`src/ptt_pkg.sv`:
```
// Package: register map, field layout and constants for the tick interval timer
package ptt_pkg;
  // Register byte offsets (0x0F76 and 0x0FDA are multiples of 2 only, so indexed)
  localparam logic [11:0] PCG2_IDX     = 12'hF76;
  localparam logic [11:0] TTC_IDX      = 12'hFC8;
  localparam logic [11:0] IRQ_STAT_IDX = 12'hFD8;
  localparam logic [11:0] IRQ_MASK_IDX = 12'hFD9;
  localparam logic [11:0] MODE_IDX     = 12'hFDA;
  localparam int          ADDR_W       = 14;
  // Field positions
  localparam int          TICK_GATE_BIT  = 5;
  localparam int          SER0_GATE_BIT  = 0;
  localparam int          RUN_BIT        = 0;
  localparam int          SEL_LSB        = 1;
  localparam int          SEL_W          = 3;
  localparam int          MODE_OSC_BIT   = 0;
  localparam int          MODE_STOP_BIT  = 1;
  localparam int          MODE_SLEEP_BIT = 2;
  // Reset values
  localparam logic [7:0]  PCG2_RST  = 8'h00;
  localparam logic [7:0]  TTC_RST   = 8'h00;
  localparam logic [7:0]  MODE_RST  = 8'h01;
  localparam logic [7:0]  TTC_WMASK = 8'h0F;
  // Counter
  localparam int          CNT_W       = 15;
  localparam int          MAX_EXP     = 15;
  localparam int          CTR_MAX_EXP = 8;
  localparam int          DIV_W       = 16;
  localparam logic [15:0] LF_DIV_DEF  = 16'h0131;
endpackage

```
`src/ptt_top.sv`:
```
// Periodic tick interval timer with Wishbone register slave
//
// Local design decision: the Wishbone interface to the registers.
`timescale 1ns/1ns
module ptt_top #(
  parameter logic [15:0] LF_DIV = ptt_pkg::LF_DIV_DEF
) (
  // Clock and reset
  input  wire logic        clk,
  input  wire logic        rst_n,
  // Wishbone slave
  input  wire logic        wb_cyc_i,
  input  wire logic        wb_stb_i,
  input  wire logic        wb_we_i,
  input  wire logic [15:0] wb_adr_i,
  input  wire logic [3:0]  wb_sel_i,
  input  wire logic [31:0] wb_dat_i,
  output logic      [31:0] wb_dat_o,
  output logic             wb_ack_o,
  output logic             wb_err_o,
  // Low-frequency clock sampled as a level
  input  wire logic        lf_clk_pin,
  // Tick request and interrupt
  output logic             tick_irq,
  output logic             irq_o,
  // Gate outputs to the rest of the chip
  output logic             serial0_clock_gate
);

  // Bus decode
  logic        req;
  logic        hit_pcg, hit_ttc, hit_st, hit_mk, hit_md, hit_any;
  logic        wr;
  logic [11:0] idx;

  assign req     = wb_cyc_i & wb_stb_i & ~wb_ack_o & ~wb_err_o;
  assign idx     = wb_adr_i[ptt_pkg::ADDR_W-1:2];
  assign hit_pcg = (idx == ptt_pkg::PCG2_IDX);
  assign hit_ttc = (idx == ptt_pkg::TTC_IDX);
  assign hit_st  = (idx == ptt_pkg::IRQ_STAT_IDX);
  assign hit_mk  = (idx == ptt_pkg::IRQ_MASK_IDX);
  assign hit_md  = (idx == ptt_pkg::MODE_IDX);
  assign hit_any = hit_pcg | hit_ttc | hit_st | hit_mk | hit_md;
  assign wr      = req & wb_we_i & wb_sel_i[0] & hit_any;

  // Low-frequency clock: synchronised, then edge to one-cycle enable
  logic lf_sync;
  logic lf_edge;

  ptt_sync u_sync (
    .clk   (clk),
    .rst_n (rst_n),
    .din   (lf_clk_pin),
    .dout  (lf_sync)
  );

  ptt_edge u_edge (
    .clk   (clk),
    .rst_n (rst_n),
    .level (lf_sync),
    .rise  (lf_edge)
  );

  // Register state
  logic [7:0]  pcg_q, pcg_d;
  logic        run_q, run_d;
  logic [2:0]  sel_q, sel_d;
  logic [7:0]  mode_q, mode_d;
  logic        st_q, st_d;
  logic        mk_q, mk_d;
  logic [ptt_pkg::CNT_W-1:0] cnt_q, cnt_d;
  logic        tick_q, tick_d;
  logic        irq_q, irq_d;
  logic [31:0] dat_q, dat_d;
  logic        ack_q, ack_d;
  logic        err_q, err_d;
  logic [15:0] div_q, div_d;

  logic        gate_on;
  logic        osc_on;
  logic        halt;
  logic        lf_en;
  logic        hit_tick;
  logic [ptt_pkg::CNT_W-1:0] cnt_inc;
  logic [ptt_pkg::CNT_W-1:0] ival_mask;

  assign gate_on = pcg_q[ptt_pkg::TICK_GATE_BIT];
  assign osc_on  = mode_q[ptt_pkg::MODE_OSC_BIT];
  // Stop mode or halted sleep freezes the low-frequency domain
  assign halt    = mode_q[ptt_pkg::MODE_STOP_BIT] | mode_q[ptt_pkg::MODE_SLEEP_BIT];

  // Free-running divider wraps at LF_DIV but drives nothing; only pin edges make the timer count
  always_comb begin
    if (div_q == LF_DIV) begin
      div_d = 16'h0000;
    end else begin
      div_d = div_q + 16'h0001;
    end
  end

  // Counting only with gate on, oscillator on and not halted
  assign lf_en = lf_edge & gate_on & osc_on & ~halt;

  // Period 2^(15-n): interval elapses when the low (15-n) bits roll to zero
  always_comb begin
    ival_mask = '1 >> sel_q;
  end

  assign cnt_inc  = cnt_q + {{(ptt_pkg::CNT_W-1){1'b0}}, 1'b1};
  assign hit_tick = lf_en & run_q & ((cnt_inc & ival_mask) == '0);

  // Control and gate registers
  always_comb begin
    pcg_d  = pcg_q;
    run_d  = run_q;
    sel_d  = sel_q;
    mode_d = mode_q;
    mk_d   = mk_q;
    if (wr && hit_pcg) begin
      pcg_d = wb_dat_i[7:0];
    end
    if (wr && hit_md) begin
      mode_d = wb_dat_i[7:0] & 8'h07;
    end
    if (wr && hit_mk) begin
      mk_d = wb_dat_i[0];
    end
    if (wr && hit_ttc) begin
      run_d = wb_dat_i[ptt_pkg::RUN_BIT];
      // Select loads on any write while stopped, whatever the run bit
      if (!run_q && wb_dat_i[ptt_pkg::RUN_BIT]) begin
        sel_d = wb_dat_i[ptt_pkg::SEL_LSB +: ptt_pkg::SEL_W];
      end else if (!run_q) begin
        sel_d = wb_dat_i[ptt_pkg::SEL_LSB +: ptt_pkg::SEL_W];
      end
    end
    // Oscillator off or deep low-power mode forces run off, select retained
    if (!osc_on || halt) begin
      run_d = 1'b0;
    end
  end

  // Counter
  always_comb begin
    cnt_d = cnt_q;
    if (!run_q) begin
      cnt_d = '0;
    end else if (lf_en) begin
      cnt_d = cnt_inc;
    end
  end

  // Tick pulse, sticky status and interrupt
  always_comb begin
    tick_d = hit_tick;
    st_d   = st_q;
    if (wr && hit_st && wb_dat_i[0]) begin
      st_d = 1'b0;
    end
    // Set wins over a clear in the same cycle
    if (tick_q) begin
      st_d = 1'b1;
    end
    irq_d = st_d & mk_d;
  end

  // Bus answer: one cycle after request, single-cycle ack or err
  always_comb begin
    dat_d = 32'h0000_0000;
    ack_d = 1'b0;
    err_d = 1'b0;
    if (req) begin
      ack_d = hit_any;
      err_d = ~hit_any;
      if (!wb_we_i) begin
        unique case (1'b1)
          hit_pcg: dat_d[7:0] = pcg_q;
          hit_ttc: dat_d[7:0] = {4'h0, sel_q, run_q};
          hit_st:  dat_d[0]   = st_q;
          hit_mk:  dat_d[0]   = mk_q;
          hit_md:  dat_d[7:0] = mode_q;
          default: dat_d      = 32'h0000_0000;
        endcase
      end
    end
  end

  always_ff @(posedge clk) begin
    if (!rst_n) begin
      pcg_q  <= ptt_pkg::PCG2_RST;
      run_q  <= ptt_pkg::TTC_RST[ptt_pkg::RUN_BIT];
      sel_q  <= ptt_pkg::TTC_RST[ptt_pkg::SEL_LSB +: ptt_pkg::SEL_W];
      mode_q <= ptt_pkg::MODE_RST;
      st_q   <= 1'b0;
      mk_q   <= 1'b0;
      cnt_q  <= '0;
      tick_q <= 1'b0;
      irq_q  <= 1'b0;
      dat_q  <= 32'h0000_0000;
      ack_q  <= 1'b0;
      err_q  <= 1'b0;
      div_q  <= 16'h0000;
    end else begin
      pcg_q  <= pcg_d;
      run_q  <= run_d;
      sel_q  <= sel_d;
      mode_q <= mode_d;
      st_q   <= st_d;
      mk_q   <= mk_d;
      cnt_q  <= cnt_d;
      tick_q <= tick_d;
      irq_q  <= irq_d;
      dat_q  <= dat_d;
      ack_q  <= ack_d;
      err_q  <= err_d;
      div_q  <= div_d;
    end
  end

  assign wb_dat_o           = dat_q;
  assign wb_ack_o           = ack_q;
  assign wb_err_o           = err_q;
  assign tick_irq           = tick_q;
  assign irq_o              = irq_q;
  assign serial0_clock_gate = pcg_q[ptt_pkg::SER0_GATE_BIT];

endmodule

```
`src/ptt_sync.sv`:
```
// Two-flop synchroniser for a level from another clock domain
`timescale 1ns/1ns
module ptt_sync (
  // Clock and reset
  input  wire logic clk,
  input  wire logic rst_n,
  // Level
  input  wire logic din,
  output logic      dout
);
  logic s1_q, s1_d;
  logic s2_q, s2_d;

  always_comb begin
    s1_d = din;
    s2_d = s1_q;
  end

  always_ff @(posedge clk) begin
    if (!rst_n) begin
      s1_q <= 1'b0;
      s2_q <= 1'b0;
    end else begin
      s1_q <= s1_d;
      s2_q <= s2_d;
    end
  end

  assign dout = s2_q;
endmodule

```
`src/ptt_edge.sv`:
```
// Rising-edge detector producing a one-cycle pulse
`timescale 1ns/1ns
module ptt_edge (
  // Clock and reset
  input  wire logic clk,
  input  wire logic rst_n,
  // Level in, pulse out
  input  wire logic level,
  output logic      rise
);
  logic prev_q, prev_d;

  always_comb begin
    prev_d = level;
  end

  always_ff @(posedge clk) begin
    if (!rst_n) begin
      prev_q <= 1'b0;
    end else begin
      prev_q <= prev_d;
    end
  end

  assign rise = level & ~prev_q;
endmodule

```
`config.mk`:
```
export PLATFORM = sky130hd
export DESIGN_NAME = ptt_top
export DESIGN_NICKNAME = d
export VERILOG_FILES = /design/src/ptt_pkg.sv /design/src/ptt_top.sv /design/src/ptt_sync.sv /design/src/ptt_edge.sv
export SDC_FILE = /design/constraint.sdc
export NUM_CORES = 1
export LEC_CHECK = 0
export ABC_CLOCK_PERIOD_IN_PS = 4100
export BUFFER_PORTS_ARGS = -buffer_cell sky130_fd_sc_hd__buf_2
export CELL_PAD_IN_SITES_DETAIL_PLACEMENT = 1
export CELL_PAD_IN_SITES_GLOBAL_PLACEMENT = 2
export CORE_ASPECT_RATIO = 1.75
export CORE_MARGIN = 10
export CORE_UTILIZATION = 30
export DETAILED_ROUTE_END_ITERATION = 16
export GPL_ROUTABILITY_DRIVEN = 0
export PLACE_DENSITY = 0.87
export SLEW_MARGIN = 15
export SYNTH_ARGS = -nofsm -noshare
export SYNTH_HDL_FRONTEND = slang
export SYNTH_HIERARCHICAL = 1
export SYNTH_SLANG_ARGS = --single-unit
```
`constraint.sdc`:
```
create_clock -name clk -period 4.1 [get_ports clk]
set_input_delay 1.23 -clock clk [delete_from_list [all_inputs] [get_ports clk]]
set_output_delay 1.23 -clock clk [all_outputs]
set_load 0.03 [all_outputs]
```
* Word level (Yosys, flattened, before mapping)
Cells that the tools add are included.
** Operators by class
- Reductions and logical operators :: 16
- Bitwise gates (word level) :: 26
- Equality and inequality tests :: 6
- Muxes and demuxes :: 7
- $add $sub $neg :: 1
- Shift operators :: 1
** Operator list (count)
- equality test 12 bit (second input constant) :: 5
- one-hot mux 7 bit (3 select lines) :: 1
- adder 15 x 1 -> 15 bit (second input constant) :: 1
- bitwise AND 15 bit :: 1
- zero test 15 bit :: 1
- >> shifter 15 x 3 -> 15 bit (first input constant) :: 1
- bitwise AND 1 bit :: 13
- logical AND 1 bit :: 7
- inverter 1 bit :: 7
- two-way mux 3 bit :: 2
- AND reduction 2 bit :: 3
- bitwise OR 1 bit :: 5
- one-hot mux 1 bit (5 select lines) :: 1
- two-way mux 1 bit :: 3
- OR reduction 3 bit :: 1
- zero test 1 bit :: 2
- inequality test 2 x 1 -> 1 bit (second input constant) :: 1
- OR reduction 2 bit :: 1
- logical OR 1 bit :: 1
** Storage, ports and cells
- Output and inout port bits :: 37
- Word-level logic and storage cells :: 73
- Input port bits :: 58
- Register bits :: 71

* Longest topological paths before layout
- Word-level depth :: 11
- Depth in mapped cells :: 7
- Mapped depth without buffers :: 6

* Modules after synthesis
The synthesis kept the hierarchy.
** By module, submodules not included
- ptt_top :: sequential area each 880.8 um^2, cells an instance 262, instances 1, area each 2403.6 um^2
- ptt_sync :: sequential area each 40.0 um^2, cells an instance 4, instances 1, area each 52.6 um^2
- ptt_edge :: sequential area each 20.0 um^2, cells an instance 3, instances 1, area each 40.0 um^2

* Worst setup path after synthesis
Ideal clock, no wire load.
- Kind :: in2reg
- From :: in wb_adr_i[12]
- To :: reg sel_q[0]
- Arrival time :: 2.444 ns
- Data required time :: 3.984 ns
- Buffers on the path :: 0
- Setup time :: 0.116 ns
- Setup slack :: 1.540 ns
- Stages :: 5
- Path through :: nand4_1 or4_4 nor4_4 mux2i_1 nor2b_1
** Between the ends
- Cells in the longest elaborated chain, start to end :: 8
- Elaborated cells on any way between the ends :: 12
- Classes of those cells :: eq/ne (5); bitwise (5); reduce/logical (2)
** RTL lines
- start, declared :: line ptt_top.sv:15 : input wire logic [15:0] wb_adr_i,
- equality test 12 bit (on tied branches) :: line ptt_top.sv:38, ptt_top.sv:39
- bitwise OR 1 bit (4 in a row) :: line ptt_top.sv:43 : assign hit_any = hit_pcg | hit_ttc | hit_st | hit_mk | hit_md;
- bitwise AND 1 bit :: line ptt_top.sv:44 : assign wr = req & wb_we_i & wb_sel_i[0] & hit_any;
- logical AND 1 bit (*) :: line ptt_top.sv:128 : if (wr && hit_ttc) begin
- AND reduction 2 bit (no source line) (*)
- end signal, assigned :: line ptt_top.sv:192 : sel_q <= ptt_pkg::TTC_RST[ptt_pkg::SEL_LSB +: ptt_pkg::SEL_W];
- end signal, assigned :: line ptt_top.sv:206 : sel_q <= sel_d;
- end, declared :: line ptt_top.sv:67 : logic [2:0] sel_q, sel_d;
Every way passes the cells marked *; elsewhere a longest branch is shown, timed or not.
A chain may end at the register's enable or synchronous reset.

* Final worst setup path
- From :: in wb_stb_i
- To :: reg pcg_q[5]
** Between the ends
- Cells in the longest elaborated chain, start to end :: 7
** RTL lines
- start, declared :: line ptt_top.sv:13 : input wire logic wb_stb_i,
- bitwise AND 1 bit (3 in a row) :: line ptt_top.sv:36 : assign req = wb_cyc_i & wb_stb_i & ~wb_ack_o & ~wb_err_o;
- bitwise AND 1 bit (3 in a row) :: line ptt_top.sv:44
- logical AND 1 bit :: line ptt_top.sv:119 : if (wr && hit_pcg) begin
- end signal, assigned :: line ptt_top.sv:190 : pcg_q <= ptt_pkg::PCG2_RST;
- end signal, assigned :: line ptt_top.sv:204 : pcg_q <= pcg_d;
- end, declared :: line ptt_top.sv:65 : logic [7:0] pcg_q, pcg_d;
No other way between the ends.

==> flow_summary_export.csv <==
group,metric,value,unit
status,status,"complete, no violations",
power_and_ir_drop,irDropWorstVdd,152,µV
routing,drtIter0Drc,55,
global_route,grt_pass1_wl,9870,µm
routing,vias,1980,
power_and_ir_drop,totalPowerFinal,0.920,mW
yosys,syn_inst,269,
setup_path,reg2reg_depth,5,
yosys,ys_ff_latch,47,
setup_path,r2r_setup_slack,2.12,ns
global_route,grt_max_degree,24,
yosys,ys.flop_type,"dfxtp_1",
setup_path,startpoint,"wb_stb_i",
final_layout,multi_input_area,1400,µm²
timing,fmax,372,MHz
final_layout,fillers,975,
power_and_ir_drop,p_comb_share,7.3,%
routing,ant_nets,0,
yosys,ys_top_cells_by_area,"dfxtp_1, buf_4, mux2i_1",
floorplanning,io_pins,95,
timing,setup_viol,0,
cts,cts-resized-gates,0,
routing,drc,0,
setup_path,crit_path_top_delay_cell,"and2_1",
timing,final.setup_skew,0.00355,ns
routing,drt-total-wl,5870,µm
power_and_ir_drop,intPower,0.700,mW
timing,setup_tns,0,ns
global_route,antenna_found_initial,0,
setup_path,max_stage_delay,0.49,ns
power_and_ir_drop,power_leakage,1.05,nW
global_route,first_global_vias,2173,
setup_path,cp.arrival,2.87,ns
place,hpwl,4780,µm
setup_path,start_kind,"input port",
cts,holdBufCountCts,0,
cts,post_cts_buffers,0,
place,io_buffers,39,
cts,cts_made_buffers,5,
yosys,synth_edf_count,0,
final_layout,seq_area,941,µm²
setup_path,cp-end-kind,"flip-flop",
yosys,syn_area,2500,µm²
yosys,yosysWarnings,6,
yosys,synth.yosys.seq_area_share,37.7,%
cts,cts_tree,"built",
power_and_ir_drop,p_per_area,327,nW/µm²
cts,clk_latency,0.28,ns
cts,cts-root-buf,"clkbuf_16",
floorplanning,start_util,30.4,%
yosys,synth_async_sr_flop_share,0,%
floorplanning,fp.dieW,89.0,µm
yosys,avgSynthCellArea,9.28,µm²
setup_path,reg2reg_to,"pcg_q[5]$_SDFFE_PN0P_",
power_and_ir_drop,seqPwrFrac,49.9,%
floorplanning,die_h,141,µm
yosys,yosysTopAreaCellShare,37.7,%
setup_path,crit_end,"pcg_q[5]$_SDFFE_PN0P_",
yosys,synth_cell_types,49,
cts,cts_max_level,2,
timing,rsz0062_at_grt,"false",
power_and_ir_drop,swShare,23.9,%
final_layout,nets,363,
final_layout,drive_above_1_share,20.0,%
setup_path,worstSetupPathType,"input port to flip-flop",
timing,fin_crit_sh,65.6,%
run,max-cap-violations,0,
floorplanning,dieArea,12500,µm²
global_route,grt_use_total,9.69,%
timing,worstMarginPinSlew,0.568,ns
worst_hold_path,worstHoldPathType,"flip-flop to flip-flop",
setup_path,cp_cell_sequence,"buf_2 -> nor4bb_1 -> and3_1 -> and2_1 -> mux2i_1 -> nor2b_1",
setup_path,cp.required,4.28,ns
final_layout,antennaDiodeCount,0,
timing,relSlewSlack,61.8,%
floorplanning,core,8200,µm²
routing,firstDrtPassIters,4,
yosys,yosys.area.top_type,"dfxtp_1",
floorplanning,rows,44,
final_layout,area_growth,12.6,%
power_and_ir_drop,clkPwrFrac,42.8,%
timing,min_period,2.69,ns
timing,finalHoldViolCount,0,
cts,clk_path_buf_depth,2,
routing,detail_route.wl_per_cell,14.8,µm
cts,clkTransAtPathRegs,0.06,ns
power_and_ir_drop,power.switching,0.220,mW
global_route,grt.overflow.total,0,
setup_path,rr_startpoint,"wb_ack_o$_SDFF_PN0_",
routing,viasPerCell,4.99,
setup_path,crit_fanout,8,
timing,maxSlewViolCount,0,
cts,cts_sinks,47,
[power by group through the flow]
stage	combinational (mW)	clock, mW	sequential, mW
floorplan	0.0634	0	0.470
global placement	0.0657	0	0.469
detailed placement	0.0669	0	0.469
CTS	0.0668	0.410	0.459
global route	0.0728	0.426	0.458
finish	0.0673	0.394	0.459
[metal layers]
metal  up-vias  GRT usage (%)  wire (µm)
met1       945           9.13       2170
met4         0           3.45         82
li1        978              -          -
met2        49           19.1       3340
met3         8           2.14        278
met5         -              0          0
[stage by stage]
step	cells	setup WS, ns	util, %	hold slack (ns)	instance area [µm²]
detailed placement	389	1.06	32.5	0.428	2670
finish	397	1.41	34.3	0.437	2810
CTS	397	1.37	34.3	0.444	2810
global placement	389	1.14	32.5	0.417	2670
floorplan	292	1.54	-	0.412	2580
global route	397	1.22	34.3	0.455	2810
[cell type report]
cell class,instances,area share (%)
sequential,47,33.5
clock inverter,3,0.712
multi-input combinational,208,49.9
timing repair buffer,39,6.94
tap,92,4.09
inverter,3,0.401
clock buffer,5,4.45
[worst max-delay path, delay by kind of cell]
family | cells | cell delay [ns]
buffers and inverters | 1 | 0.07
and+or+nand+nor | 4 | 1.32
muxes | 1 | 0.25
[cells in the final DEF (no fill, tap or decap), types with 2 or more instances in the layout]
cell type / count
dfxtp_1: 47
buf_2: 39
nor2_1: 26
conb_1: 24
mux2i_1: 16
nor2b_1: 16
nand3_1: 13
nand2_1: 12
xor2_1: 10
nand4_1: 9
xnor2_1: 9
and2_1: 8
nor3_1: 6
and3_1: 6
a21oi_1: 5
clkbuf_16: 5
or2_2: 3
inv_1: 3
nor4_4: 3
a222oi_1: 3
o21ai_0: 3
nor4_1: 3
and4_1: 3
a211oi_1: 2
nor3b_1: 2
o31ai_1: 2
a2bb2oi_1: 2
a22oi_1: 2
o2111ai_1: 2
clkinvlp_4: 2
[registers in the layout (all words and copies together), names as in the netlist]
signal         count
wb_err_o           1
pcg_q              8
irq_o              1
u_edge/prev_q      1
run_q              1
tick_irq           1
mode_q             3
sel_q              3
mk_q               1
wb_dat_o           8
cnt_q             15
u_sync/dout        1
u_sync/s1_q        1
st_q               1
wb_ack_o           1
[worst min path at each step]
| stage | cells after the start | start | to |
|---|---|---|---|
| after detailed placement | 1 | u_sync/s1_q$_SDFF_PN0_ | u_sync/dout$_SDFF_PN0_ |
| after floorplan | 1 | u_sync/s1_q$_SDFF_PN0_ | u_sync/dout$_SDFF_PN0_ |
| final | 1 | u_sync/s1_q$_SDFF_PN0_ | u_sync/dout$_SDFF_PN0_ |
| after global routing | 1 | u_sync/s1_q$_SDFF_PN0_ | u_sync/dout$_SDFF_PN0_ |
| after global placement | 1 | u_sync/s1_q$_SDFF_PN0_ | u_sync/dout$_SDFF_PN0_ |
| after CTS | 1 | u_sync/s1_q$_SDFF_PN0_ | u_sync/dout$_SDFF_PN0_ |
[Yosys cell counts (3+ instances only)]
cell type   n
dfxtp_1    47
nor2_1     26
buf_4      25
mux2i_1    16
nor2b_1    16
nand3_1    13
nand2_1    12
xor2_1     10
nand4_1     9
xnor2_1     9
and2_1      8
and3_1      6
nor3_1      6
a21oi_1     5
buf_2       4
clkbuf_1    4
a222oi_1    3
and4_1      3
inv_1       3
nor4_1      3
nor4_4      3
o21ai_0     3
or2_2       3
[logic make-up after synthesis]
logic type / after synthesis / share of synthesized area [%]
other: 1 / 0.150
xor gates and xnor gates: 19 / 6.67
adders and majority gates: 1 / 0.501
AOI/OAI and AO/OA: 26 / 7.87
DFF: 47 / 37.7
and+or+nand+nor: 121 / 30.7
muxes: 17 / 6.87
buffers and inverters: 37 / 9.52
Note: power is estimated with default switching activity, not from simulation.
